===== src/include/tic_pkg.sv =====
/*
 Constants, types and header-word helpers for the tape Initialize command
 and message packet builder. Assumes a 32-bit APB with byte addresses.
*/
`default_nettype none
package tic_pkg;
    localparam int ADDR_W = 8;
    localparam int MSG_WORDS = 6;
    localparam logic [7:0] A_CMD0 = 8'h00;
    localparam logic [7:0] A_CMD1 = 8'h04;
    localparam logic [7:0] A_CTRL = 8'h08;
    localparam logic [7:0] A_SSR = 8'h0c;
    localparam logic [7:0] A_RESID = 8'h10;
    localparam logic [7:0] A_EXTENDED_STATUS_WORD_ZERO = 8'h14;
    localparam logic [7:0] A_EXTENDED_STATUS_WORD_THREE = 8'h20;
    localparam logic [7:0] A_MREQ = 8'h24;
    localparam logic [7:0] A_MSG0 = 8'h28;
    localparam logic [7:0] A_MSG5 = 8'h3c;
    localparam logic [7:0] A_IRQ_ST = 8'h40;
    localparam logic [7:0] A_IRQ_CLR = 8'h44;
    localparam logic [7:0] A_IRQ_EN = 8'h48;
    localparam logic [7:0] A_RETAIN = 8'h4c;
    localparam logic [3:0] CMD_INIT = 4'hb;
    localparam int CMD_IE_BIT = 7;
    localparam int CMD_MODE_LSB = 8;
    localparam logic [15:0] CMD_MODE_MASK = 16'h0f00;
    localparam int HDR_ACK_BIT = 15;
    localparam logic [2:0] HDR_RSV = 3'h0;
    localparam logic [3:0] CLS_ATTENTION_MESSAGE = 4'h0;
    localparam logic [3:0] CLS_OTHER = 4'h1;
    localparam logic [3:0] CLS_WLE_NEF = 4'h2;
    localparam logic [2:0] FMT_ONE_WORD = 3'h0;
    localparam logic [4:0] MC_END = 5'h10;
    localparam logic [4:0] MC_FAIL = 5'h11;
    localparam logic [4:0] MC_ERROR = 5'h12;
    localparam logic [4:0] MC_ATTENTION_MESSAGE = 5'h13;
    localparam logic [2:0] TC_END = 3'h0;
    localparam logic [2:0] TC_ATTENTION_MESSAGE = 3'h1;
    localparam logic [2:0] TC_FAIL = 3'h3;
    localparam logic [15:0] EXTENDED_STATUS_WORD_THREE_KEEP = 16'hff02;
    localparam int IRQ_MSG = 0;
    localparam int IRQ_INIT = 1;
    localparam int IRQ_REJ = 2;
    localparam int MREQ_KIND_BIT = 4;
    localparam int SSR_DIAG_BIT = 4;
    localparam int SSR_READY_BIT = 7;

    typedef enum logic [1:0] {ST_IDLE, ST_BUILD, ST_INIT} tic_state_type;

    function automatic logic [4:0] msg_code(input logic [2:0] tc);
        case (tc)
            3'h0, 3'h2: msg_code = MC_END;
            3'h3: msg_code = MC_FAIL;
            3'h1: msg_code = MC_ATTENTION_MESSAGE;
            default: msg_code = MC_ERROR;
        endcase
    endfunction

    function automatic logic is_end(input logic [2:0] tc);
        is_end = (msg_code(tc) == MC_END);
    endfunction

    // Kind selects the write-lock / nonexecutable class on a failure
    function automatic logic [15:0] hdr_word(input logic [2:0] tc, input logic kind);
        logic [3:0] cls;
        cls = CLS_ATTENTION_MESSAGE;
        if (tc == TC_FAIL) begin
            cls = kind ? CLS_WLE_NEF : CLS_OTHER;
        end
        hdr_word = {tc != TC_ATTENTION_MESSAGE, HDR_RSV, cls, FMT_ONE_WORD, msg_code(tc)};
    endfunction
endpackage
`default_nettype wire


===== src/include/tic_msg_if.sv =====
/*
 Port bundle between the message builder and its packet word store.
 Assumes one clock shared by both ends.
*/
`timescale 1ns/100ps
`default_nettype none
interface tic_msg_if #(parameter int AW = 3, parameter int DW = 16);
    logic we;
    logic [AW-1:0] waddr;
    logic [DW-1:0] wdata;
    logic [AW-1:0] raddr;
    logic [DW-1:0] rdata;
    modport builder (output we, waddr, wdata, raddr, input rdata);
    modport store (input we, waddr, wdata, raddr, output rdata);
endinterface
`default_nettype wire


===== src/hdl/tic_msg_store.sv =====
/*
 Small word store holding the last message packet; read data is registered.
 Assumes the builder never addresses beyond the packet length.
*/
`timescale 1ns/100ps
`default_nettype none
module tic_msg_store #(
    parameter int WORDS = 6,
    parameter int DW = 16
) (
    input wire logic pclk,
    tic_msg_if.store m
);
    import tic_pkg::*;
    logic [DW-1:0] mem [WORDS];
    initial begin
        if (WORDS < 1 || WORDS > (1 << $bits(m.raddr)) || DW != $bits(m.wdata)) begin
            $error("tic_msg_store: parameters do not fit the port bundle");
        end
    end
    always_ff @(posedge pclk) begin
        if (m.we) begin
            mem[m.waddr] <= m.wdata;
        end
        m.rdata <= mem[m.raddr];
    end
endmodule
`default_nettype wire


===== src/hdl/tic_core.sv =====
/*
 APB-reached Initialize command interpreter and message packet builder.
 Assumes command words and status come from software or sibling logic
 over APB; messages are read back from the word store.
*/
`timescale 1ns/100ps
`default_nettype none
// Summary of operation
// Initialize without pending diagnostic errors only refreshes the message, like Get Status.
// Initialize with pending diagnostic errors acts as a subsystem status write.
// Initialize mode field must be zero; it reads back as zero.
// Second command word is taken but ignored and reads as zero.
// Header bit 15 tells the host the command buffer is free.
// Attention messages leave the command-buffer-free bit clear.
// Header bits 14 to 12 are always zero.
// Header bits 11 to 8 carry the class: attention, other failure, write-lock.
// Header bits 7 to 5 are always 000, a one-word header.
// Header bits 4 to 0 encode end, fail, error or attention from the tc value.
// Packet order: header, residual count, extended status words zero to three.
// A word write to the status register halts work and erases retained state.
// Extended status error bits clear once an end message is delivered.
// Initialize header carries code 1011, format 000, interrupt enable bit 7.
module tic_core #(
    parameter int WORDS = tic_pkg::MSG_WORDS
) (
    input wire logic pclk,
    input wire logic presetn,
    input wire logic psel,
    input wire logic penable,
    input wire logic pwrite,
    input wire logic [tic_pkg::ADDR_W-1:0] paddr,
    input wire logic [31:0] pwdata,
    input wire logic [3:0] pstrb,
    output logic [31:0] prdata,
    output logic pready,
    output logic pslverr,
    output logic irq
);
    import tic_pkg::*;

    typedef struct packed {
        tic_state_type state;
        logic [15:0] cmd0;
        logic diag;
        logic [15:0] resid;
        logic [3:0][15:0] xst;
        logic [1:0] retain;
        logic [2:0] tc;
        logic kind;
        logic ie;
        logic [2:0] idx;
        logic [2:0] irq_st;
        logic [2:0] irq_en;
        logic [31:0] prdata;
        logic pready;
        logic pslverr;
        logic slow_rd;
        logic irq;
    } tic_regs_type;

    tic_regs_type q;
    tic_regs_type next_q;
    tic_msg_if #(.AW(3), .DW(16)) m ();

    initial begin
        if (WORDS != MSG_WORDS) begin
            $error("tic_core: packet length is fixed at six words");
        end
    end

    function automatic logic [15:0] msg_word(input tic_regs_type r, input logic [2:0] i);
        case (i)
            3'h0: msg_word = hdr_word(r.tc, r.kind);
            3'h1: msg_word = r.resid;
            3'h2: msg_word = r.xst[0];
            3'h3: msg_word = r.xst[1];
            3'h4: msg_word = r.xst[2];
            default: msg_word = r.xst[3];
        endcase
    endfunction

    logic setup;
    logic is_msg;
    logic wr;
    logic busy_wr;
    logic go_ok;
    logic ssr_word;
    logic hit;
    logic [15:0] rd_val;
    logic [2:0] irq_set;
    logic [15:0] cmd_view;

    assign setup = psel & ~penable;
    assign is_msg = ~pwrite & (paddr >= A_MSG0) & (paddr <= A_MSG5);
    assign wr = psel & penable & q.pready & ~q.pslverr & pwrite;
    assign busy_wr = (q.state != ST_IDLE) & pwrite
                     & (((paddr == A_CTRL) & pwdata[0]) | (paddr == A_MREQ));
    assign go_ok = wr & (paddr == A_CTRL) & pwdata[0];
    assign ssr_word = wr & (paddr == A_SSR) & (pstrb == 4'hf);
    // Mode bits of an Initialize are never shown, even if set
    assign cmd_view = (q.cmd0[3:0] == CMD_INIT) ? (q.cmd0 & ~CMD_MODE_MASK) : q.cmd0;
    assign m.raddr = 3'((paddr - A_MSG0) >> 2);
    assign m.we = (q.state == ST_BUILD);
    assign m.waddr = q.idx;
    assign m.wdata = msg_word(q, q.idx);

    always_comb begin
        hit = 1'b1;
        rd_val = 16'h0;
        case (paddr)
            A_CMD0: rd_val = cmd_view;
            A_CMD1: rd_val = 16'h0;
            A_CTRL: rd_val = {15'h0, q.diag};
            A_SSR: rd_val = {8'h0, q.state == ST_IDLE, 2'h0, q.diag, q.tc,
                             q.state != ST_IDLE};
            A_RESID: rd_val = q.resid;
            A_EXTENDED_STATUS_WORD_ZERO: rd_val = q.xst[0];
            A_EXTENDED_STATUS_WORD_ZERO + 8'h04: rd_val = q.xst[1];
            A_EXTENDED_STATUS_WORD_ZERO + 8'h08: rd_val = q.xst[2];
            A_EXTENDED_STATUS_WORD_THREE: rd_val = q.xst[3];
            A_MREQ: rd_val = {11'h0, q.kind, 1'b0, q.tc};
            A_IRQ_ST: rd_val = {13'h0, q.irq_st};
            A_IRQ_CLR: rd_val = 16'h0;
            A_IRQ_EN: rd_val = {13'h0, q.irq_en};
            A_RETAIN: rd_val = {14'h0, q.retain};
            default: hit = is_msg;
        endcase
    end

    always_comb begin
        next_q = q;
        irq_set = 3'h0;
        next_q.pready = 1'b0;
        next_q.pslverr = 1'b0;
        next_q.slow_rd = 1'b0;
        // Store reads cost one wait state since its data is registered
        if (setup) begin
            if (is_msg) begin
                next_q.slow_rd = 1'b1;
            end else begin
                next_q.pready = 1'b1;
                next_q.pslverr = ~hit | busy_wr;
                next_q.prdata = pwrite ? 32'h0 : {16'h0, rd_val};
            end
        end
        if (q.slow_rd) begin
            next_q.pready = 1'b1;
            next_q.prdata = {16'h0, m.rdata};
        end
        case (q.state)
            ST_BUILD: begin
                if (q.idx == 3'(MSG_WORDS - 1)) begin
                    next_q.state = ST_IDLE;
                    irq_set[IRQ_MSG] = q.ie;
                    if (is_end(q.tc)) begin

                        next_q.xst[0] = 16'h0;
                        next_q.xst[1] = 16'h0;
                        next_q.xst[2] = 16'h0;
                        next_q.xst[3] = q.xst[3] & EXTENDED_STATUS_WORD_THREE_KEEP;
                    end
                end else begin
                    next_q.idx = q.idx + 3'h1;
                end
            end
            ST_INIT: begin

                next_q.state = ST_IDLE;
                next_q.resid = 16'h0;
                next_q.xst = '0;
                next_q.retain = 2'h0;
                next_q.diag = 1'b0;
                irq_set[IRQ_INIT] = 1'b1;
            end
            default: begin
            end
        endcase
        if (wr) begin
            case (paddr)
                A_CMD0: next_q.cmd0 = pwdata[15:0];
                A_CTRL: next_q.diag = pwdata[1];
                A_RESID: next_q.resid = pwdata[15:0];
                A_EXTENDED_STATUS_WORD_ZERO: next_q.xst[0] = pwdata[15:0];
                A_EXTENDED_STATUS_WORD_ZERO + 8'h04: next_q.xst[1] = pwdata[15:0];
                A_EXTENDED_STATUS_WORD_ZERO + 8'h08: next_q.xst[2] = pwdata[15:0];
                A_EXTENDED_STATUS_WORD_THREE: next_q.xst[3] = pwdata[15:0];
                A_IRQ_EN: next_q.irq_en = pwdata[2:0];
                A_RETAIN: next_q.retain = pwdata[1:0];
                A_MREQ: begin
                    next_q.state = ST_BUILD;
                    next_q.idx = 3'h0;
                    next_q.tc = pwdata[2:0];
                    next_q.kind = pwdata[MREQ_KIND_BIT];
                    next_q.ie = 1'b1;
                end
                default: begin
                end
            endcase
        end
        if (go_ok) begin
            next_q.ie = q.cmd0[CMD_IE_BIT];
            next_q.idx = 3'h0;
            next_q.kind = 1'b0;
            if (q.cmd0[3:0] != CMD_INIT || q.cmd0[6:4] != FMT_ONE_WORD
                || (q.cmd0 & CMD_MODE_MASK) != 16'h0) begin
                // Foreign code or nonzero mode is an illegal command
                next_q.state = ST_BUILD;
                next_q.tc = TC_FAIL;
                irq_set[IRQ_REJ] = 1'b1;
            end else if (pwdata[1] | q.diag) begin
                next_q.state = ST_INIT;
            end else begin
                next_q.state = ST_BUILD;
                next_q.tc = TC_END;
            end
        end
        // Status word write overrides anything else in flight
        if (ssr_word) begin
            next_q.state = ST_INIT;
        end
        // Set beats clear when both land together
        next_q.irq_st = (q.irq_st & ~((wr && paddr == A_IRQ_CLR) ? pwdata[2:0] : 3'h0))
                        | irq_set;
        next_q.irq = |(next_q.irq_st & next_q.irq_en);
    end

    always_ff @(posedge pclk or negedge presetn) begin
        if (!presetn) begin
            q <= '0;
        end else begin
            q <= next_q;
        end
    end

    tic_msg_store #(.WORDS(MSG_WORDS), .DW(16)) u_store (
        .pclk(pclk),
        .m(m.store)
    );

    assign prdata = q.prdata;
    assign pready = q.pready;
    assign pslverr = q.pslverr;
    assign irq = q.irq;

    logic init_go;
    assign init_go = go_ok && q.cmd0[3:0] == CMD_INIT && q.cmd0[6:4] == 3'h0
                     && (q.cmd0 & CMD_MODE_MASK) == 16'h0;
endmodule
`default_nettype wire


===== config.mk =====
export PLATFORM = sky130hd
export DESIGN_NAME = tic_core
export DESIGN_NICKNAME = d
export VERILOG_FILES = /design/src/include/tic_pkg.sv /design/src/include/tic_msg_if.sv /design/src/hdl/tic_msg_store.sv /design/src/hdl/tic_core.sv
export SDC_FILE = /design/constraint.sdc
export NUM_CORES = 1
export LEC_CHECK = 0
export BUFFER_PORTS_ARGS = -buffer_cell sky130_fd_sc_hd__buf_2
export CORE_UTILIZATION = 55
export CTS_CLUSTER_DIAMETER = 50
export DETAILED_ROUTE_END_ITERATION = 10
export PLACE_DENSITY = 0.74
export SKIP_LAST_GASP = 1
export SLEW_MARGIN = 5
export SYNTH_ARGS = -nofsm -noshare
export SYNTH_HDL_FRONTEND = slang
export SYNTH_SLANG_ARGS = --single-unit

===== constraint.sdc =====
create_clock -name pclk -period 2.9 [get_ports pclk]
set_input_delay 0.29 -clock pclk [delete_from_list [all_inputs] [get_ports pclk]]
set_output_delay 0.29 -clock pclk [all_outputs]
set_load 0.01 [all_outputs]

---- Yosys cells after proc, flatten, opt, wreduce, memory -nomap -nowiden ----
Memory sizes are Yosys's and may differ from the RTL's. A register that Yosys moved wholly into a read port is not among the register bits.
Index checks and enable logic that the tools add are counted.
storage, ports and cells
  bits in writable memories ............... 96
  word-level logic and storage cells ...... 149
  output and inout port bits .............. 35
  memories kept ........................... 1
  register bits ........................... 151
  input bits .............................. 49
memories
  name         words  bits a word  read ports  clocked after Yosys merged registers in  write ports  line                 RTL
  u_store.mem  6      16           1           1                                        1            tic_msg_store.sv:15  logic [DW-1:0] mem [WORDS];
operators by class
  muxes and demuxes ....................... 51
  order comparisons ....................... 2
  add/subtract/negate cells ............... 2
  eq/ne operators ......................... 29
  bitwise gates (word level) .............. 25
  reduce and logical (&&, ||, !) cells .... 19
operator list
  cell                                                                    number
  16-bit one-hot mux with 12 select lines                                 1
  64-bit one-hot mux with 2 select lines                                  1
  16-bit 2-to-1 mux                                                       7
  56-bit 2-to-1 mux                                                       2
  109-bit 2-to-1 mux                                                      1
  16-bit one-hot mux with 5 select lines                                  1
  35-bit 2-to-1 mux                                                       1
  34-bit 2-to-1 mux                                                       1
  33-bit 2-to-1 mux                                                       1
  8-bit by 5-bit equality test with 1-bit output (second input constant)  4
  8-bit by 7-bit equality test with 1-bit output (second input constant)  4
  3-bit 2-to-1 mux                                                        7
  2-bit 2-to-1 mux                                                        10
  17-bit 2-to-1 mux                                                       1
  8-bit by 4-bit equality test with 1-bit output (second input constant)  2
  8-bit by 6-bit equality test with 1-bit output (second input constant)  2
  8-bit 2-to-1 mux                                                        2
  16-bit nonzero test                                                     1
  1-bit bitwise AND                                                       14
  14-bit OR reduction                                                     1
  3-bit by 2-bit equality test with 1-bit output (second input constant)  4
  12-bit 2-to-1 mux                                                       1
  1-bit 2-to-1 mux                                                        10
  5-bit 2-to-1 mux                                                        2
  other kinds (31)                                                        47

---- Logic depth before layout (Yosys ltp) ----
Gate-level depths: netlist of the first run.
  word-level depth ........................ 14
  mapped depth ............................ 9
  depth with buffers taken out ............ 7

---- Cells and area by module ----
Synthesis of the first run repeated with hierarchy kept, for this count alone.
unflattened totals
  cells, all modules ...................... 1050
  area total of the unflattened synthesis .. 11798.8 sq um
by module, submodules not included
  module         sequential area each (sq um)  instances  area an instance (sq um)  cells each
  tic_core       3378.2                        1          7711.1                    835
  tic_msg_store  3203.1                        1          4087.7                    215

---- Worst setup path before layout of the first run ----
Ideal clock, no wire load.
  kind .................................... flip-flop to flip-flop
  start ................................... reg q[150] (netlist bit)
  end ..................................... mem u_store.mem[2][0] (enable)
  required time ........................... 2491 ps
  setup time .............................. 409 ps
  path buffers ............................ 1
  arrival time ............................ 2089 ps
  slack ................................... 401 ps
  cell stages (with the launch flop) ...... 6
  period minus slack after synthesis ...... 2499 ps
  cell sequence ........................... dfrtp_1 -> inv_1 -> ha_1 -> clkbuf_1 -> nand2_1 -> nor3_1
between the ends
  cells in the longest elaborated chain, start to end .. 3
ends and longest elaborated chain
  item                                            line                 RTL
  from (decl)                                     tic_core.sv:61       tic_regs_type q;
  from (signal assigned)                          tic_core.sv:231      q <= next_q;
  2-bit by 1-bit equality test with 1-bit output  tic_core.sv:103      assign m.we = (q.state == ST_BUILD);
  1-bit 2-to-1 mux                                tic_msg_store.sv:22  if (m.we) begin
  1-bit 2-to-1 mux (not written as such)          tic_msg_store.sv:23  mem[m.waddr] <= m.wdata;
  to (decl)                                       tic_msg_store.sv:15
Every way passes these cells.

---- Worst setup path in the final report of the first run ----
  start ................................... reg q, in the netlist m.waddr[1]
  end ..................................... mem u_store.mem[5][1], data pin
between the ends
  cells in the longest elaborated chain, start to end .. 2
  elaborated cells between the ends (all ways) .. 6
  classes of those cells .................. 4 x eq/ne; 1 x mux; 1 x reduce/logical
ends and longest elaborated chain
  item                                         line              RTL
  3-bit equality test (tied with other cells)  tic_core.sv:72    case (i)
  16-bit one-hot mux with 5 select lines *     tic_core.sv:72
  net m.wdata[1]                               tic_msg_if.sv:10  logic [DW-1:0] wdata;
The timed path passes the listed nets; every way through them passes the cells marked *.

==> qor.csv, run 1 <==
stage,metric,value,unit
run_status,outcome,"complete, no violations",
power,ir_drop,0.460,mV
die,die_w,149,um
detailed_routing,top_layer,met5,
synth,synth-edff-count,96,
cells_and_area,post-route-util,63.4,%
grt,gr-total-overflow,0,
min_path,hp-start,pwdata[13],
clock_network,cts.sinks,247,
setup_path,max_stage_delay,0.64,ns
timing,period_needed,2.79,ns
detailed_routing,detail_route.wirelength,33900,um
synth,yosys.area.top_type,dfrtp_1,
place,io_buffers,51,
setup_path,critPathMaxFanout,12,
die,rows,53,
setup_path,worstSetupStartpoint,m.waddr[1],
detailed_routing,wl_met1,13400,um
die,die_area,0.0221,mm^2
timing,slew_headroom,37.8,%
min_path,min_path_type,in -> reg,
detailed_routing,drt_iter0_drc,920,
grt,track_usage,31.7,%
timing,hold_viol_final,0,
die,io-pin-count,84,
clock_network,postCtsSetupRepairBufs,0,
clock_network,cts.clk_slew.worst_paths,0.06,ns
grt,antenna_found_initial,2,
clock_network,clockRootBuffer,clkbuf_16,
timing,max_freq,358,MHz
synth,synth_seq_cells,247,
detailed_routing,postRouteAntennaNets,0,
synth,avgSynthCellArea,11.0,um^2
grt,grt_pass1_vias,8965,
synth,yosysWarnings,0,
timing,tightest_slew,0.933,ns
detailed_routing,first_pass_iters,8,
timing,hold-worst-slack,0.0203,ns
place,gp_congestion,0.975,
clock_network,cts_tree,yes,
clock_network,htree_num_levels,1,
place,place_hpwl,22400,um
clock_network,clk_latency,0.55,ns
timing,rsz0062_at_grt,no,
setup_path,r2r-start,m.waddr[1],
synth,synth_seq_area_share,55.7,%
grt,grt_start_max_net_pins,64,
synth,syn_inst,1071,
synth,synth_async_sr_flop_share,54.7,%
detailed_routing,wl_per_cell,23.8,um
place,dpl_worst_slack,0.223,ns
cells_and_area,fill_cells,1637,
power,p_leak,0.00548,uW
setup_path,startpoint_type,flop,
detailed_routing,vias,9223,
flow_run,cap_viol_max_count,0,
power,power_density,608,mW/mm^2
synth,synth_area_leaders,"dfrtp_1 29%, edfxtp_1 24%, nand2_1 6.3%",
cells_and_area,final_nets,1184,
detailed_routing,routed_via_density,6.48,
setup_path,slowest_stage,and2_1,
timing,final.setup.tns,0,ns
detailed_routing,route.met2.wl,15600,um
clock_network,clockBufferDepth,3,
timing,skew,0.0146,ns
timing,period_share,96.4,%
synth,synth_top_area_share,28.6,%
synth,ys.flop_type,dfrtp_1,
synth,synth_cell_type_count,72,
detailed_routing,drc,0,
setup_path,end_kind,flop,
detailed_routing,met3WireLength,3550,um
cells_and_area,drive_above_1_share,18.5,%
synth,yosysMostFrequentCell,nand2_1,
cells_and_area,num_antenna_cells,0,
die,core_area,0.0210,mm^2
timing,drv_slew,0,
synth,synthTopCellsByCount,"198 x nand2_1, 135 x dfrtp_1, 96 x edfxtp_1, 66 x o21ai_0, 61 x nand3_1",
setup_path,worstPathArrival,3.03,ns
setup_path,cp_cell_sequence,"inv_1, ha_1, and2_1, a22o_1, a221oi_1, a31oi_1",
setup_path,cp.required,3.14,ns
die,die_h,149,um
timing,setup_slack,0.105,ns
grt,grt_pass1_wl,52200,um
cells_and_area,area_growth,12.8,%
setup_path,worstSetupPathType,reg -> reg,
clock_network,cts_buffers,29,
die,initial_core_util,56.2,%
clock_network,cts_resized,0,
timing,setup_viol,0,
synth,synth.cell_area,0.0118,mm^2
power,finalPower,8110,uW
==> layout by cell type, fill, tap and decap left out, types with 9 or more instances in the layout <==
master       n
o221ai_1    15
nor3_1       9
conb_1      16
dfrtp_1    135
ha_1         9
buf_2       50
nor2_1      33
inv_1       10
a31oi_1     12
a21oi_1     19
mux4_2      14
a22o_1       9
nand3_1     61
edfxtp_1    96
mux2i_1     23
nor2b_1     11
dfxtp_1     16
a222oi_1    13
a22oi_1     42
a21o_1      10
o221ai_2    11
nor3b_1     10
mux2_2      20
o21ai_0     66
clkbuf_1    13
buf_4       58
nand2_1    198
clkbuf_16   29
a221oi_1    10
nand2b_1    23
==> report_power, final <==
group          total (uW)  internal, uW  switching [uW]
combinational         839           236             602
sequential           3860          3820            43.0
clock                3400          1970            1430
total                8110          6030            2080
==> stage by stage <==
step	cells	instance area, um^2
finish	1424	13300
global placement	1367	12400
floorplan	1086	11900
global route	1424	13300
detailed placement	1367	12400
CTS	1424	13300
==> area by class of cell <==
| type | count | area (um^2) | area share, % |
|---|---|---|---|
| clock buffer | 43 | 788 | 5.91 |
| tap | 275 | 344 | 2.58 |
| multi-input combinational | 723 | 4720 | 35.4 |
| timing repair buffer | 114 | 767 | 5.75 |
| clock inverter | 11 | 93.8 | 0.704 |
| inverter | 11 | 41.3 | 0.310 |
| sequential | 247 | 6580 | 49.3 |
==> cells by family after synthesis <==
kind of cell	synth area share [%]
simple gates	16.4
other cells	0.0317
fa+ha+maj	0.953
compound gates	15.1
flops	55.7
mux	6.52
buf+inv	5.10
xor+xnor	0.148
==> path summary, 6_finish.rpt <==
path,to,slack [ns],depth (start not counted)
max in group asynchronous,q[76],1.88,3
max,u_store.mem[5][1],0.11,6
min reg2reg,prdata[12],0.44,2
min,q[65],0.02,3
max reg2reg,u_store.mem[5][1],0.11,6
min in group asynchronous,q[1],0.27,2
==> timing repair <==
action,in CTS,in global routing
setup endpoints to repair,0,0
endpoints found under the hold margin,57,0
hold buffers,3,0
==> worst max-delay path, delay by kind of cell, from the launching register on <==
kind | cells | cell delay [ns]
flip-flops | 1 | 0.45
AO/OA/AOI/OAI | 3 | 0.92
buffers and inverters | 1 | 0.20
adder cells (fa/ha/maj) | 1 | 0.26
AND/OR/NAND/NOR | 1 | 0.64
==> routing by layer <==
metal / track usage, % / vias up
met3: 7.33 / 115
li1: - / 4053
met4: 12.6 / 4
met5: 0 / -
met1: 42.5 / 4503
met2: 50.0 / 548
==> state kept, by name, indices dropped and copies added, names as in the netlist <==
signal,cells
irq,1
m.waddr,3
prdata,16
pready,1
pslverr,1
q,113
u_store.m.rdata,16
u_store.mem,96
(Power assumes the default switching activity.)
==> run 2, diff against run 1 <==
PLACE_DENSITY = 0.75   (was 0.74)
==> qor.csv, run 2 (same netlist as run 1, synthesis figures left out) <==
stage,metric,value,unit,change
setup_path,cp.required,3.14,ns,about the same
grt,track_usage,31.1,%,-0.58 points
power,power_density,609,mW/mm^2,+0.16%
cells_and_area,final_nets,1184,,unchanged
cells_and_area,area_growth,13.4,%,
timing,rsz0062_at_grt,no,,
grt,grt_pass1_wl,51500,um,-1.4%
die,die_w,149,um,unchanged
detailed_routing,detail_route.wirelength,33500,um,-1.3%
detailed_routing,postRouteAntennaNets,0,,unchanged
setup_path,worstPathArrival,2.84,ns,-0.19 ns
cells_and_area,mostFrequentLayoutCells,"198 x nand2_1, 135 x dfrtp_1, 96 x edfxtp_1",,
timing,max_freq,384,MHz,+7.3%
place,place_hpwl,22600,um,+0.60%
setup_path,worstSetupPathType,reg -> reg,,
die,rows,53,,unchanged
timing,final.setup.tns,0,ns,unchanged
setup_path,r2r_cells,6,,unchanged
place,dpl_worst_slack,0.374,ns,+0.151 ns
cells_and_area,layout_commonest_cell,nand2_1,,
die,die_h,149,um,unchanged
detailed_routing,routed_via_density,6.44,,-0.50%
detailed_routing,wl_per_cell,23.6,um,-1.1%
clock_network,hold_buffers,2,,-1
clock_network,htree_num_levels,1,,unchanged
grt,grt_pass1_vias,8797,,-1.9%
min_path,min_path_type,in -> reg,,
grt,grt_start_max_net_pins,59,,-7.8%
timing,skew,0.00826,ns,-0.00638 ns
timing,period_needed,2.60,ns,-0.190 ns
timing,period_share,89.8,%,-6.5 points
clock_network,clockRootBuffer,clkbuf_16,,
setup_path,end_kind,flop,,
timing,tightest_slew,0.964,ns,+0.0309 ns
place,gp_congestion,1.00,,+2.9%
die,io-pin-count,84,,unchanged
grt,antenna_found_initial,1,,-1
timing,slew_headroom,35.7,%,-2.1 points
clock_network,cts_resized,0,,unchanged
timing,drv_slew,0,,unchanged
power,ir_drop,0.511,mV,+11%
cells_and_area,largest_register_ffs,113,,unchanged
place,io_buffers,51,,unchanged
detailed_routing,drc,0,,unchanged
clock_network,postCtsSetupRepairBufs,0,,unchanged
power,p_leak,0.00553,uW,+0.84%
clock_network,cts_tree,yes,,
run_status,outcome,"complete, no violations",,
cells_and_area,post-route-util,63.8,%,+0.31 points
die,die_area,0.0221,mm^2,unchanged
cells_and_area,drive_above_1_share,19.5,%,+0.92 points
die,initial_core_util,56.2,%,unchanged
clock_network,cts.clk_slew.worst_paths,0.06,ns,about the same
cells_and_area,num_antenna_cells,0,,unchanged
power,finalPower,8160,uW,+0.64%
cells_and_area,reg.largest.list,"q x113, u_store.mem x96",,
clock_network,clockBufferDepth,3,,unchanged
min_path,min_path_cells,3,,unchanged
timing,hold_viol_final,0,,unchanged
clock_network,cts.sinks,247,,unchanged
cells_and_area,top_register,q,,
clock_network,clk_latency,0.53,ns,-0.02 ns
flow_run,cap_viol_max_count,0,,unchanged
timing,setup_slack,0.295,ns,+0.190 ns
setup_path,critPathMaxFanout,21,,+9
detailed_routing,vias,9158,,-0.70%
setup_path,startpoint_type,flop,,
die,core_area,0.0210,mm^2,unchanged
detailed_routing,drt_iter0_drc,1113,,+21%
detailed_routing,first_pass_iters,6,,-2
clock_network,cts_buffers,26,,-10%
timing,setup_viol,0,,unchanged
grt,gr-total-overflow,0,,unchanged
## run 2: area by class of cell
cell class / count / area, um^2
flip-flops and latches: 247 / 6580
clock buffers: 32 / 734
clock inverters: 16 / 173
well taps: 275 / 344
fillers: 1627 / 7620
multi-input cells: 723 / 4720
inverters: 11 / 41.3
repair buffers: 117 / 812
## run 2: path summary, 6_finish.rpt
kind	start	end	slack [ns]
worst max-delay path	m.waddr[1]	u_store.mem[5][9]	0.30
worst min-delay path	pwdata[14]	q[82]	0.03
worst max register to register	m.waddr[1]	u_store.mem[5][9]	0.30
worst min register to register	u_store.m.rdata[8]	prdata[8]	0.44
max in group asynchronous	presetn	q[137]	1.77
min in group asynchronous	presetn	pready	0.32
## run 2: per-stage QoR
step,hold slack [ns],std cells,instance area (um^2)
after global placement,0.314,1371,12500
after CTS,0.0143,1421,13400
after global routing,0.0233,1421,13400
after floorplan,-0.00559,1086,11900
final,0.0324,1421,13400
after detailed placement,0.317,1371,12500
## run 2: critical path, stage by stage (launching register included)
cell	delay, ns
dfrtp_1	0.47
inv_1	0.16
ha_1	0.26
nor2b_1	0.16
or4_1	0.50
buf_4	0.24
a41oi_1	0.53
## run 2: layer usage
layer	routed length, um	global-route usage, %
met4	1010	10.4
met1	13600	43.9
met2	15300	47.8
met3	3480	6.87
met5	12	0
## run 2: where the power goes
group	total [uW]	internal, uW	leakage (uW)	switching [uW]
Sequential	3860	3820	0.00288	42.0
Combinational	864	255	0.00221	609
Clock	3430	2070	0.000445	1360
==> run 3, diff against run 2 <==
CTS_BUF_LIST = sky130_fd_sc_hd__clkbuf_8   (was default)
==> qor.csv, run 3 (same netlist as run 1, synthesis figures left out) <==
stage,metric,value,unit,change
grt,use_met1,44.0,%,about the same
power,power.share.clock,37.4,%,-4.7 points
clock_network,cts_tree,yes,,
timing,max_freq,381,MHz,-0.73%
grt,grt_pass1_wl,51800,um,+0.67%
die,die_h,149,um,unchanged
timing,hold-worst-slack,0.0179,ns,-0.0146 ns
clock_network,hold_buffers,7,,+5
place,io_buffers,51,,unchanged
clock_network,cts.clk_slew.worst_paths,0.07,ns,about the same
setup_path,worstPathArrival,2.90,ns,+0.06 ns
die,io-pin-count,84,,unchanged
min_path,min_path_cells,3,,unchanged
cells_and_area,mostFrequentLayoutCells,"198 x nand2_1, 135 x dfrtp_1, 96 x edfxtp_1",,
run_status,outcome,"complete, no violations",,
place,place_hpwl,22600,um,unchanged
setup_path,end_kind,flop,,
detailed_routing,first_pass_iters,6,,unchanged
die,rows,53,,unchanged
cells_and_area,area_growth,12.5,%,
min_path,min_to,q[61],,
setup_path,startpoint_type,flop,,
grt,track_usage,31.5,%,+0.41 points
cells_and_area,drive_above_1_share,19.6,%,+0.099 points
timing,drv_slew,0,,unchanged
setup_path,r2r-end,u_store.mem[1][13],,
cells_and_area,num_antenna_cells,0,,unchanged
setup_path,r2r_cells,6,,unchanged
grt,grt_use_met2,48.0,%,+0.23 points
clock_network,htree_num_levels,2,,+1
flow_run,cap_viol_max_count,0,,unchanged
power,p_leak,0.00554,uW,+0.22%
timing,tightest_slew,0.953,ns,-0.0105 ns
timing,skew,0.0240,ns,+0.0157 ns
cells_and_area,reg.largest.list,"q x113, u_store.mem x96",,
min_path,min_path_type,in -> reg,,
setup_path,worstSetupPathType,reg -> reg,,
grt,antenna_found_initial,0,,-1
timing,period_needed,2.62,ns,+0.0191 ns
place,gp_congestion,1.00,,unchanged
cells_and_area,layout_commonest_cell,nand2_1,,
timing,setup_slack,0.276,ns,-0.0191 ns
power,combPwrFrac,11.5,%,+0.9 points
grt,grt-busiest-layer,met2,,
place,dpl_worst_slack,0.374,ns,unchanged
clock_network,clockRootBuffer,clkbuf_8,,
detailed_routing,routed_via_density,6.36,,-1.3%
timing,period_share,90.5,%,+0.66 points
power,switching_share,27.3,%,+2.6 points
clock_network,cts.sinks,247,,unchanged
cells_and_area,top_register,q,,
clock_network,clk_latency,0.57,ns,+0.04 ns
grt,grt_start_max_net_pins,59,,unchanged
die,initial_core_util,56.2,%,unchanged
die,die_area,0.0221,mm^2,unchanged
detailed_routing,drc,0,,unchanged
timing,setup_viol,0,,unchanged
clock_network,clockBufferDepth,3,,unchanged
power,pwr-share-seq,51.0,%,+3.7 points
timing,slew_headroom,36.4,%,+0.70 points
clock_network,cts_resized,0,,unchanged
grt,use_met3,7.48,%,+0.61 points
power,power_switching,2060,uW,+2.5%
min_path,hp-start,pwdata[9],,
power,power_density,569,mW/mm^2,-6.5%
detailed_routing,postRouteAntennaNets,0,,unchanged
grt,grt_pass1_vias,8888,,+1.0%
timing,hold_viol_final,0,,unchanged
detailed_routing,drt_iter0_drc,1139,,+2.3%
clock_network,cts_buffers,41,,+58%
timing,rsz0062_at_grt,no,,
setup_path,r2r-start,m.waddr[1],,
setup_path,cp.required,3.17,ns,+0.03 ns
cells_and_area,largest_register_ffs,113,,unchanged
power,p_int,5500,uW,-10%
detailed_routing,vias,9232,,+0.81%
power,ir_drop,0.444,mV,-13%
cells_and_area,post-route-util,63.3,%,-0.51 points
setup_path,critPathMaxFanout,21,,unchanged
grt,gr-total-overflow,0,,unchanged
die,die_w,149,um,unchanged
die,core_area,0.0210,mm^2,unchanged
clock_network,postCtsSetupRepairBufs,0,,unchanged
timing,final.setup.tns,0,ns,unchanged
setup_path,r2r_slack,0.28,ns,-0.02 ns
cells_and_area,final_nets,1204,,+1.7%
detailed_routing,detail_route.wirelength,33600,um,+0.30%
detailed_routing,wl_per_cell,23.1,um,-1.8%
-- run 3: cell count changes in the layout (fill, tap and decap cells not counted), sizes merged --
| cell | before | now |
|---|---|---|
| clkinv | 11 | 14 |
| clkinvlp | 2 | 0 |
| clkbuf | 32 | 44 |
| inv | 11 | 26 |
| bufinv | 3 | 0 |
| dlygate4sd3 | 2 | 7 |
-- run 3: worst max-delay path: stages, from the launching register on --
cell and delay (ns):
dfrtp_1 0.46, inv_1 0.16, ha_1 0.26, nor2b_1 0.16, or4_1 0.50, buf_4 0.24
a31oi_1 0.54
-- run 3: layout make-up --
class,count,area (um^2)
Sequential cell,247,6580
Fill cell,1669,7720
Tap cell,275,344
Multi-Input combinational cell,723,4720
Inverter,11,41.3
Timing Repair Buffer,122,862
Clock inverter,29,145
Clock buffer,44,606
-- run 3: worst max path at each step --
stage | start | endpoint | slack (ns) | depth (start not counted)
after CTS | m.waddr[1] | u_store.mem[1][9] | 0.32 | 6
after global routing | m.waddr[1] | u_store.mem[1][9] | 0.17 | 6
after floorplan | q[150] | u_store.mem[2][0] | 0.40 | 5
after detailed placement | m.waddr[1] | u_store.mem[4][13] | 0.37 | 6
final | m.waddr[1] | u_store.mem[1][13] | 0.28 | 6
after global placement | m.waddr[1] | u_store.mem[4][13] | 0.44 | 6
-- run 3: per-layer routing --
metal,vias to the layer above,share of wire (%)
li1,4084,-
met3,98,9.9
met4,0,3.5
met1,4506,41
met2,544,45
met5,-,0
-- run 3: through the flow --
| step | instances | cell area, um^2 | total power, uW |
|---|---|---|---|
| 4_1_cts | 1451 | 13300 | 7590 |
| 6_report | 1451 | 13300 | 7570 |
| 3_3_place_gp | 1371 | 12500 | 4750 |
| 3_5_place_dp | 1371 | 12500 | 4770 |
| 2_1_floorplan | 1086 | 11900 | 4390 |
| 5_1_grt | 1451 | 13300 | 7840 |
-- run 3: power groups by stage --
| stage | sequential (uW) | clock (uW) | combinational, uW |
|---|---|---|---|
| after detailed placement | 3930 | 0 | 841 |
| after global routing | 3870 | 3040 | 931 |
| after global placement | 3930 | 0 | 824 |
| after CTS | 3860 | 2870 | 851 |
| final | 3860 | 2830 | 871 |
| after floorplan | 3910 | 0 | 483 |
